**config.mk**
```make
export PLATFORM = sky130hd
export DESIGN_NAME = rti_rc_time_ident
export DESIGN_NICKNAME = d
export VERILOG_FILES = /design/src/rti_pkg.sv /design/src/rti_rc_time_ident.sv /design/src/rti_tick_gen.sv /design/src/rti_pin_filter.sv
export SDC_FILE = /design/constraint.sdc
export NUM_CORES = 1
export LEC_CHECK = 0
export BUFFER_PORTS_ARGS = -buffer_cell sky130_fd_sc_hd__buf_4
export CAP_MARGIN = 20
export CELL_PAD_IN_SITES_DETAIL_PLACEMENT = 1
export CELL_PAD_IN_SITES_GLOBAL_PLACEMENT = 1
export CORE_MARGIN = 3
export CORE_UTILIZATION = 39
export DETAILED_ROUTE_END_ITERATION = 10
export MAX_ROUTING_LAYER = met4
export PLACE_DENSITY = 0.78
export SYNTH_ARGS = -nofsm -noshare
export SYNTH_HDL_FRONTEND = slang
export SYNTH_SLANG_ARGS = --single-unit
```
**constraint.sdc**
```tcl
create_clock -name aclk -period 2.25 [get_ports aclk]
set_input_delay 0.1125 -clock aclk [delete_from_list [all_inputs] [get_ports aclk]]
set_output_delay 0.1125 -clock aclk [all_outputs]
set_load 0.02 [all_outputs]
```
**src/rti_pkg.sv**
```systemverilog
package rti_pkg;
   localparam int AXI_AW = 4;
   localparam logic [AXI_AW-1:0] OFS_CONTROL = 4'h0;
   localparam logic [AXI_AW-1:0] OFS_RESULT = 4'h4;
   localparam int CNT_W = 16;
   localparam logic [CNT_W-1:0] CNT_MAX = 16'hFFFF;
   localparam logic [CNT_W-1:0] CNT_ZERO = 16'h0000;
   localparam int POS_CLK_SEL = 8;
   localparam int POS_ENABLE = 7;
   localparam int POS_START = 6;
   localparam int POS_ERROR = 2;
   localparam int POS_TC = 1;
   localparam int POS_DONE = 0;
   localparam logic [1:0] CLK_SEL_RST = 2'h0;
   localparam logic [1:0] RESP_OKAY = 2'h0;
   localparam logic [1:0] RESP_SLVERR = 2'h2;
   localparam int DIV_W = 3;
   localparam int FILT_TICKS = 3;
   localparam real SETTLE_WAIT_US = 300.0;
   localparam real CLK_MHZ = 50.0;
   localparam int SETTLE_WAIT_CYC = int'(SETTLE_WAIT_US * CLK_MHZ);

   typedef enum logic [2:0] {
      RTI_IDLE = 3'h0,
      RTI_ARMED = 3'h1,
      RTI_DISCH = 3'h3,
      RTI_CHARGE = 3'h2,
      RTI_DONE = 3'h6
   } rti_state_t;

   typedef struct packed {
      logic [1:0] clk_sel;
      logic enable;
      logic start;
   } rti_ctrl_t;

   typedef struct packed {
      logic error;
      logic tc;
      logic done;
   } rti_stat_t;
endpackage

```
**src/rti_rc_time_ident.sv**
```systemverilog
`timescale 1ns/1ns
`default_nettype none
module rti_rc_time_ident
   import rti_pkg::*;
#(
   parameter int CNT_WIDTH = rti_pkg::CNT_W
)
(
   input wire logic aclk,
   input wire logic aresetn,
   input wire logic awvalid,
   output logic awready,
   input wire logic [rti_pkg::AXI_AW-1:0] awaddr,
   input wire logic [2:0] awprot,
   input wire logic wvalid,
   output logic wready,
   input wire logic [31:0] wdata,
   input wire logic [3:0] wstrb,
   output logic bvalid,
   input wire logic bready,
   output logic [1:0] bresp,
   input wire logic arvalid,
   output logic arready,
   input wire logic [rti_pkg::AXI_AW-1:0] araddr,
   input wire logic [2:0] arprot,
   output logic rvalid,
   input wire logic rready,
   output logic [31:0] rdata,
   output logic [1:0] rresp,
   input wire logic rc_pin_above,
   output logic rc_pin_out,
   output logic rc_pin_oe_n
);
   import rti_pkg::*;

   // write and read channel holding registers
   logic aw_hold_ff;
   logic [AXI_AW-1:0] awaddr_ff;
   logic w_hold_ff;
   logic [31:0] wdata_ff;
   logic [3:0] wstrb_ff;
   logic bvalid_ff;
   logic [1:0] bresp_ff;
   logic rvalid_ff;
   logic [31:0] rdata_ff;
   logic [1:0] rresp_ff;

   // measurement state
   rti_state_t state_ff;
   rti_state_t nxt_state;
   rti_ctrl_t ctrl_ff;
   rti_ctrl_t nxt_ctrl;
   rti_stat_t stat_ff;
   rti_stat_t nxt_stat;
   logic [CNT_WIDTH-1:0] cnt_ff;
   logic [CNT_WIDTH-1:0] nxt_cnt;
   logic [CNT_WIDTH-1:0] result_ff;
   logic [CNT_WIDTH-1:0] nxt_result;
   logic pin_oe_n_ff;

   logic aw_fire;
   logic w_fire;
   logic wr_go;
   logic wr_ctrl;
   logic wr_hit;
   logic ar_fire;
   logic rd_hit;
   logic [31:0] rd_mux;
   rti_ctrl_t wr_ctrl_val;
   logic tick;
   logic pin_high;
   logic run;
   logic cnt_top;
   logic start_rise;
   logic disable_wr;

   function automatic logic addr_mapped(input logic [AXI_AW-1:0] a);
      return (a == OFS_CONTROL) || (a == OFS_RESULT);
   endfunction

   // bus slave: address and data taken in either order, answered once both held
   assign awready = !aw_hold_ff && !bvalid_ff;
   assign wready = !w_hold_ff && !bvalid_ff;
   assign aw_fire = awvalid && awready;
   assign w_fire = wvalid && wready;
   assign wr_go = aw_hold_ff && w_hold_ff && !bvalid_ff;
   assign wr_hit = addr_mapped(awaddr_ff);
   assign wr_ctrl = wr_go && (awaddr_ff == OFS_CONTROL);
   assign bvalid = bvalid_ff;
   assign bresp = bresp_ff;

   always_ff @(posedge aclk) begin
      if (!aresetn) begin
         aw_hold_ff <= 1'b0;
         awaddr_ff <= '0;
         w_hold_ff <= 1'b0;
         wdata_ff <= 32'h0;
         wstrb_ff <= 4'h0;
         bvalid_ff <= 1'b0;
         bresp_ff <= RESP_OKAY;
      end else begin
         if (aw_fire) begin
            aw_hold_ff <= 1'b1;
            awaddr_ff <= awaddr;
         end else if (wr_go) begin
            aw_hold_ff <= 1'b0;
         end
         if (w_fire) begin
            w_hold_ff <= 1'b1;
            wdata_ff <= wdata;
            wstrb_ff <= wstrb;
         end else if (wr_go) begin
            w_hold_ff <= 1'b0;
         end
         if (wr_go) begin
            bvalid_ff <= 1'b1;
            bresp_ff <= wr_hit ? RESP_OKAY : RESP_SLVERR;
         end else if (bready) begin
            bvalid_ff <= 1'b0;
         end
      end
   end

   // read side: one read at a time, data registered
   assign arready = !rvalid_ff;
   assign ar_fire = arvalid && arready;
   assign rd_hit = addr_mapped(araddr);
   assign rd_mux = (araddr == OFS_CONTROL) ?
      {22'h0, ctrl_ff.clk_sel, ctrl_ff.enable, ctrl_ff.start, 3'h0, stat_ff.error, stat_ff.tc, stat_ff.done} :
      (araddr == OFS_RESULT) ? 32'(result_ff) : 32'h0;
   assign rvalid = rvalid_ff;
   assign rdata = rdata_ff;
   assign rresp = rresp_ff;

   always_ff @(posedge aclk) begin
      if (!aresetn) begin
         rvalid_ff <= 1'b0;
         rdata_ff <= 32'h0;
         rresp_ff <= RESP_OKAY;
      end else begin
         if (ar_fire) begin
            rvalid_ff <= 1'b1;
            rdata_ff <= rd_mux;
            rresp_ff <= rd_hit ? RESP_OKAY : RESP_SLVERR;
         end else if (rready) begin
            rvalid_ff <= 1'b0;
         end
      end
   end

   // byte lanes: lane 0 holds enable and start, lane 1 the clock select
   assign wr_ctrl_val.start = wstrb_ff[0] ? wdata_ff[POS_START] : ctrl_ff.start;
   assign wr_ctrl_val.enable = wstrb_ff[0] ? wdata_ff[POS_ENABLE] : ctrl_ff.enable;
   assign wr_ctrl_val.clk_sel = wstrb_ff[1] ? wdata_ff[POS_CLK_SEL+1:POS_CLK_SEL] : ctrl_ff.clk_sel;
   assign disable_wr = wr_ctrl && !wr_ctrl_val.enable;
   assign start_rise = wr_ctrl && wr_ctrl_val.enable && wr_ctrl_val.start && !ctrl_ff.start;
   assign nxt_ctrl = wr_ctrl ? wr_ctrl_val : ctrl_ff;

   // time base only runs while armed or measuring; idle and done stay quiet
   assign run = (state_ff == RTI_ARMED) || (state_ff == RTI_DISCH) || (state_ff == RTI_CHARGE);

   rti_tick_gen u_tick (
      .aclk(aclk),
      .aresetn(aresetn),
      .run(run),
      .sel(ctrl_ff.clk_sel),
      .tick(tick)
   );

   rti_pin_filter u_filt (
      .aclk(aclk),
      .aresetn(aresetn),
      .pin_raw(rc_pin_above),
      .pin_clean(pin_high)
   );

   assign cnt_top = (cnt_ff == CNT_WIDTH'(CNT_MAX));

   always_comb begin
      nxt_state = state_ff;
      nxt_stat = stat_ff;
      nxt_cnt = cnt_ff;
      nxt_result = result_ff;
      if (disable_wr) begin
         nxt_state = RTI_IDLE;
         nxt_stat = '0;
         nxt_cnt = '0;
      end else begin
         case (state_ff)
            RTI_IDLE: begin
               if (wr_ctrl && wr_ctrl_val.enable) begin
                  nxt_state = RTI_ARMED;
                  nxt_cnt = '0;
               end
            end
            RTI_ARMED: begin
               if (start_rise) begin
                  nxt_state = RTI_DISCH;
                  nxt_cnt = '0;
               end
            end
            RTI_DISCH: begin
               if (tick) begin
                  if (cnt_top) begin
                     nxt_state = RTI_CHARGE;
                     nxt_stat.tc = 1'b1;
                     nxt_stat.error = pin_high;
                     nxt_cnt = '0;
                  end else begin
                     nxt_cnt = cnt_ff + 1'b1;
                  end
               end
            end
            RTI_CHARGE: begin
               if (tick) begin
                  if (pin_high || cnt_top) begin
                     nxt_state = RTI_DONE;
                     nxt_result = cnt_ff;
                     nxt_stat.done = 1'b1;
                     nxt_stat.error = stat_ff.error || !pin_high;
                  end else begin
                     nxt_cnt = cnt_ff + 1'b1;
                  end
               end
            end
            RTI_DONE: begin
               nxt_state = RTI_DONE;
            end
            default: begin
               nxt_state = RTI_IDLE;
            end
         endcase
      end
   end

   always_ff @(posedge aclk) begin
      if (!aresetn) begin
         state_ff <= RTI_IDLE;
         ctrl_ff <= '{clk_sel: CLK_SEL_RST, enable: 1'b0, start: 1'b0};
         stat_ff <= '0;
         cnt_ff <= '0;
         result_ff <= '0;
         pin_oe_n_ff <= 1'b1;
      end else begin
         state_ff <= nxt_state;
         ctrl_ff <= nxt_ctrl;
         stat_ff <= nxt_stat;
         cnt_ff <= nxt_cnt;
         result_ff <= nxt_result;
         pin_oe_n_ff <= (nxt_state != RTI_DISCH);
      end
   end

   // open-drain pin: only ever pulls low
   assign rc_pin_out = 1'b0;
   assign rc_pin_oe_n = pin_oe_n_ff;
endmodule
`default_nettype wire

```
**src/rti_tick_gen.sv**
```systemverilog
`timescale 1ns/1ns
`default_nettype none
module rti_tick_gen
   import rti_pkg::*;
(
   input wire logic aclk,
   input wire logic aresetn,
   input wire logic run,
   input wire logic [1:0] sel,
   output logic tick
);
   import rti_pkg::*;

   logic [DIV_W-1:0] div_ff;
   logic [DIV_W-1:0] nxt_div;
   logic [DIV_W-1:0] sel_mask;

   function automatic logic [DIV_W-1:0] mask_of(input logic [1:0] s);
      logic [DIV_W-1:0] m;
      m = '0;
      for (int i = 0; i < DIV_W; i++) begin
         if (i < int'(s)) begin
            m[i] = 1'b1;
         end
      end
      return m;
   endfunction

   // divide by 1, 2, 4 or 8; stopped counter stands for the gated clock
   assign sel_mask = mask_of(sel);
   assign nxt_div = run ? div_ff + 3'h1 : '0;
   assign tick = run && ((div_ff & sel_mask) == '0);

   always_ff @(posedge aclk) begin
      if (!aresetn) begin
         div_ff <= '0;
      end else begin
         div_ff <= nxt_div;
      end
   end
endmodule
`default_nettype wire

```
**src/rti_pin_filter.sv**
```systemverilog
`timescale 1ns/1ns
`default_nettype none
module rti_pin_filter
   import rti_pkg::*;
(
   input wire logic aclk,
   input wire logic aresetn,
   input wire logic pin_raw,
   output logic pin_clean
);
   import rti_pkg::*;

   logic [2:0] sync_ff;
   logic [1:0] stable_ff;
   logic clean_ff;
   logic agree;
   logic [1:0] nxt_stable;

   // first stage feeds only the second stage
   always_ff @(posedge aclk) begin
      if (!aresetn) begin
         sync_ff <= 3'h0;
      end else begin
         sync_ff <= {sync_ff[1:0], pin_raw};
      end
   end

   assign agree = (sync_ff[1] == sync_ff[2]);
   assign nxt_stable = !agree || (sync_ff[2] == clean_ff) ? 2'h0 : stable_ff + 2'h1;

   // level must hold three ticks before it is believed
   always_ff @(posedge aclk) begin
      if (!aresetn) begin
         stable_ff <= 2'h0;
         clean_ff <= 1'b0;
      end else begin
         stable_ff <= nxt_stable;
         if (agree && sync_ff[2] != clean_ff && int'(stable_ff) == FILT_TICKS - 1) begin
            clean_ff <= sync_ff[2];
         end
      end
   end

   assign pin_clean = clean_ff;
endmodule
`default_nettype wire

```
==> Word-level counts from Yosys, hierarchy flattened <==
Cells that the tools add are included.
{ "totals": {"register_bits": 108, "out_inout_bits": 43, "inputBits": 58} }
{ "op_classes": {"reduce_logical": 49, "n_mux": 36, "bitwise": 3, "n_addsub": 3, "n_lt_le_gt_ge": 3, "eq_ne": 19} }
{ "ops": {"columns": ["operator", "count"], "rows": [
  ["2-to-1 mux 16 bit", 8],
  ["one-hot mux 16 bit (4 select lines)", 1],
  ["2-to-1 mux 3 bit", 7],
  ["adder 16 x 1 -> 16 bit (second input constant)", 1],
  ["== test 16 bit (second input constant)", 1],
  ["logical AND 1 bit", 15],
  ["one-hot mux 3 bit (5 select lines)", 1],
  ["2-to-1 mux 1 bit", 14],
  ["inequality test 2 bit (second input constant)", 6],
  ["nonzero test 2 bit", 5],
  ["== test 4 x 3 -> 1 bit (second input constant)", 2],
  ["logical NOT 1 bit", 8],
  ["logical NOT 4 bit", 2],
  ["2-to-1 mux 2 bit", 4],
  ["logical OR 1 bit", 7],
  ["== test 3 x 2 -> 1 bit (second input constant)", 2],
  ["logical NOT 3 bit", 2],
  ["AND reduction 3 bit", 2],
  ["AND reduction 6 bit", 1],
  ["AND reduction 5 bit", 1],
  ["less-than comparator 1 x 2 -> 1 bit (first input constant)", 2],
  ["AND reduction 2 bit", 2],
  ["AND reduction 4 bit", 1],
  ["nonzero test 4 bit", 1],
  ["14 further kinds", 17]
]} }

==> Longest topological paths before layout <==
{ "logic_depth": {"word_depth": 10, "mapped_depth": 7} }

==> By module <==
From an unflattened synthesis, not the netlist that was laid out.
{ "unflattened": {"cells_unflattened": 421, "area_unflattened_um2": 3741.1} }
{ "modules_own_cells": {"columns": ["mod", "area_each_um2", "cells_per_inst", "n_inst", "seq_area_each_um2"], "rows": [
  ["rti_rc_time_ident", 3400.8, 389, 1, 1501.4],
  ["rti_pin_filter", 217.7, 19, 1, 120.1],
  ["rti_tick_gen", 122.6, 13, 1, 60.1]
]} }

==> Least setup slack after synthesis <==
No wires, ideal clock.
{ "synth_path": {"path_kind": "reg-to-reg", "start": "register awaddr_ff[1]", "end": "register cnt_ff[12]", "setup_ps": 70, "arrival_time_ps": 1948, "required_ps": 2180, "stages_incl_launch_ff": 7, "n_path_buf": 1, "slack_ps": 231, "path_cell_list": "dfxtp_1 -> or3_4 -> o41ai_4 -> o221ai_2 -> buf_6 -> or4_1 -> a21oi_1"} }
{ "synth_via": {"elab_chain_len": 7} }
{ "synth_rtl": {"columns": ["element", "line_no", "rtl"], "rows": [
  ["start, declared", "rti_rc_time_ident.sv:38", "logic [AXI_AW-1:0] awaddr_ff;"],
  ["start signal, assigned", "rti_rc_time_ident.sv:104", "awaddr_ff <= awaddr;"],
  ["logical NOT 4 bit *", "rti_rc_time_ident.sv:88", "assign wr_ctrl = wr_go && (awaddr_ff == OFS_CONTROL);"],
  ["logical AND 1 bit *", "rti_rc_time_ident.sv:88", null],
  ["logical AND 1 bit", "rti_rc_time_ident.sv:156, rti_rc_time_ident.sv:191", null],
  ["logical AND 1 bit (2 in a row)", "rti_rc_time_ident.sv:156", "assign start_rise = wr_ctrl && wr_ctrl_val.enable && wr_ctrl_val.start && !ctrl_ff.start;"],
  ["inequality test 2 bit (no source line)", null, null],
  ["AND reduction 6 bit (no source line)", null, null],
  ["end signal, assigned", "rti_rc_time_ident.sv:248", "cnt_ff <= nxt_cnt;"],
  ["end, declared", "rti_rc_time_ident.sv:55", "logic [CNT_WIDTH-1:0] cnt_ff;"]
]} }
Mark *: on every way between the ends. The rest lies on a longest branch, timed or not.
A chain may end at the register's enable or synchronous reset.

==> Worst setup path in the final report <==
{ "layout_path": {"start": "register awaddr_ff[2]", "end": "register cnt_ff[8]"} }
The elaborated chain is that of the path after synthesis.

==> results by group <==
Power
  • Final Power: 2.82 mW
  • Pleak: 1.96 nW
  • Clock power frac: 36.5%
  • Net Switching: 781 uW
  • Combinational group share of total power: 9.4%
  • Peak supply drop: 0.344 mV
  • Share of power burned in registers: 54.0%
  • PwrDens: 586 nW/um^2
  • Pint: 2.04 mW
  • Sw Share: 27.7%

Logic synthesis
  • Synth area leaders: dfxtp_1 (44%), nor2_1 (6.4%), mux2i_1 (5.5%)
  • Post-synthesis mux area share: 5.77%
  • Cell count after synthesis: 446
  • Synth area leader: dfxtp_1
  • Post-synthesis adder-cell area fraction: 0.977%
  • Post-synthesis simple-gate area fraction: 24.3%
  • Syn Area/Cell: 8.61 sq um
  • Main combinational cell family by area after synthesis: simple AND/OR/NAND/NOR gates
  • Seq/Total Area, Yosys: 43.8%
  • Synth warn: 0
  • Netlist cell types: 60
  • Primary FF master, synth: dfxtp_1
  • Post-synth EDFFs: 0
  • Post-Syn Area: 3840 sq um
  • Synth async-reset ratio: 0%
  • Compound-cell area share of the yosys netlist: 17.3%
  • Synth Register Bits: 84
  • Yosys top cell area share: 43.8%
  • Xor/xnor share of the synthesized area: 0.228%

Drt
  • Total wire length: 10700 um
  • Drt first pass iters: 4
  • Wirelength per Cell: 16.2 um
  • DRC Markers: 0
  • Post-route ant nets: 0
  • Avg Vias per Cell: 5.34
  • Vias post-DR: 3548
  • Drt first-iter violations: 191

Clocking
  • CTS tree: built
  • H-tree depth: 3
  • Worst-Skew Late Latency: 0.36 ns
  • Clock-pin slew on the worst setup and hold paths: 0.10 ns
  • CTS root buf: clkbuf_8
  • Number of CTS-inserted buffers: 9
  • Clock Sinks: 84
  • Maximum root-to-sink buffer count: 2

Finish
  • Layout cells sized above 1: 23.6%
  • Area Growth Syn to Fin: 25.3%
  • Most common cell after layout, fill and taps aside: buf_4
  • Fill cells: 1138
  • Final net count: 591
  • ANT cells: 0
  • Most frequent cells in the layout: buf_4 (94), dfxtp_1 (84), nor2_1 (65)
  • Post-Layout Inst Area: 4810 sq um

Global route
  • First-pass GRT wire length: 17800 um
  • Number of antenna violations at the first check in global routing: 0
  • Vias in the first global route: 3588
  • Grt ovf: 0
  • Largest net degree at the start of global routing: 39
  • Gr usage total: 20.2%

Floorplan
  • Die Y: 105 um
  • Initial Utilization: 40.8%
  • Chip Width: 105 um
  • Core area: 9420 sq um
  • Row count: 35
  • Full die area: 11100 sq um
  • I/O pins: 101

Timing
  • Actual slew at the worst max-slew pin: 0.596 ns
  • Setup TNS: 0 ns
  • Final worst-path cycle share: 96.7%
  • Skew final: 0.0112 ns
  • Setup ws final: 0.0732 ns
  • Fmax achieved: 459 MHz
  • Max Slew Vio Count: 0
  • Final Hold Vio Count: 0
  • Final setup violation count: 0
  • Slew headroom: 59.1%
  • Min Tclk post-route: 2.18 ns

Worst setup path
  • Crit path cell chain: nand4bb_2, o41ai_4, o221ai_4, buf_4, or4_1, a21oi_1
  • Slowest-stage cell, CP: or4_1
  • Crit-path max cell delay: 0.46 ns
  • Arr. time, crit path: 2.47 ns
  • Worst-path maximum fanout: 8
  • CP startpoint kind: flip-flop
  • Worst EP required: 2.54 ns
  • Kind of critical path: reg -> reg
  • CP Capture Type: flip-flop

Placed design
  • GPL Wtd Cong: 0.867
  • Placed Area: 4500 sq um
  • Dpl ws: -0.0476 ns
  • DP Wirelength: 7750 um
  • I/O Buffers: 45

Run
  • Max-Cap Viols: 0

Outcome
  • Status: finished, final reports clean

Hold path
  • Type of the most critical hold path: in -> reg
cells in the mapped netlist (3+ instances only):
| master | n |
|---|---|
| dfxtp_1 | 84 |
| nor2_1 | 65 |
| nand2_1 | 31 |
| nand3_1 | 25 |
| a21oi_1 | 24 |
| clkbuf_1 | 21 |
| mux2i_1 | 21 |
| buf_4 | 20 |
| o21ai_0 | 20 |
| and3_1 | 10 |
| a22oi_1 | 9 |
| inv_1 | 8 |
| nand2b_1 | 8 |
| and2_1 | 7 |
| nand4_1 | 6 |
| nor3_1 | 6 |
| o211ai_1 | 5 |
| or4_1 | 5 |
| a221o_1 | 4 |
| a31oi_1 | 4 |
| a32o_1 | 4 |
| o31ai_1 | 4 |
| buf_1 | 3 |
| ha_1 | 3 |
| nor3b_1 | 3 |
| nor4_1 | 3 |
| or3_1 | 3 |
worst paths after layout:
check	start	cells after the start	slack [ns]	endpoint
min reg2reg	u_filt.stable_ff[0]$_SDFF_PP0_	1	0.41	u_filt.stable_ff[0]$_SDFF_PP0_
max reg2reg	awaddr_ff[2]$_SDFFE_PN0P_	6	0.07	cnt_ff[8]$_SDFFE_PP0P_
min	awaddr[0]	3	0.01	awaddr_ff[0]$_SDFFE_PN0P_
max	awaddr_ff[2]$_SDFFE_PN0P_	6	0.07	cnt_ff[8]$_SDFFE_PP0P_
per-stage QoR:
step	utilization (%)	hold slack (ns)	std cells
after floorplan	-	0.240	464
after global placement	47.8	0.326	638
after detailed placement	47.8	0.328	638
after CTS	50.6	0.00261	662
after global routing	51.1	0.0105	664
final	51.1	0.00986	664
power groups by stage:
stage / clock network, mW / logic [mW] / registers [mW]
after floorplan: 0 / 0.170 / 1.56
after global placement: 0 / 0.248 / 1.56
after detailed placement: 0 / 0.254 / 1.56
after CTS: 1.05 / 0.266 / 1.53
after global routing: 1.12 / 0.291 / 1.53
final: 1.03 / 0.266 / 1.52
worst max-delay path: cells and delay by family, from the launching register on:
kind / cells / cell delay (ns)
compound gates: 3 / 0.79
simple gates: 2 / 0.77
flops: 1 / 0.34
buf+inv: 1 / 0.20
what timing repair did:
item                                    CTS  global route
resized for setup                         1             4
pin swaps                                 0             2
hold buffers                              8             0
buffers inserted                          0             2
endpoints found under the setup margin    5            21
endpoints found under the hold margin     8             0
cells by family after synthesis:
| kind of cell | after synthesis |
|---|---|
| AO/OA/AOI/OAI | 94 |
| XOR/XNOR | 1 |
| adder cells (fa/ha/maj) | 3 |
| buffers and inverters | 55 |
| flip-flops | 84 |
| multiplexers | 22 |
| other | 1 |
| AND/OR/NAND/NOR | 186 |
flip-flops by register name, summed over array words and instances, names as in the netlist, 2 cells and up:
name,cells
rdata,16
ctrl_ff,4
result_ff,16
u_tick.div_ff,3
wstrb_ff,2
awaddr_ff,4
u_filt.stable_ff,2
u_filt.sync_ff,3
cnt_ff,16
state_ff,3
wdata_ff,4
stat_ff,3
area by class of cell:
class                   instances  area, sq um  share of cell area [%]
repair buffers                102          786                    16.3
flip-flops and latches         84         1680                    34.9
clock inverters                 7         57.6                    1.20
inverters                       8         30.0                   0.624
multi-input cells             325         1970                    41.0
well taps                     129          161                    3.35
clock buffers                   9          124                    2.57
layer usage:
layer	up-vias	global-route usage, %	share of wire [%]
li1	1725	-	-
met1	1728	24.8	46
met5	-	-	0
met3	18	3.74	3.7
met2	77	33.8	49
met4	0	5.90	1.7
Note: power is estimated with default switching activity, not from simulation.
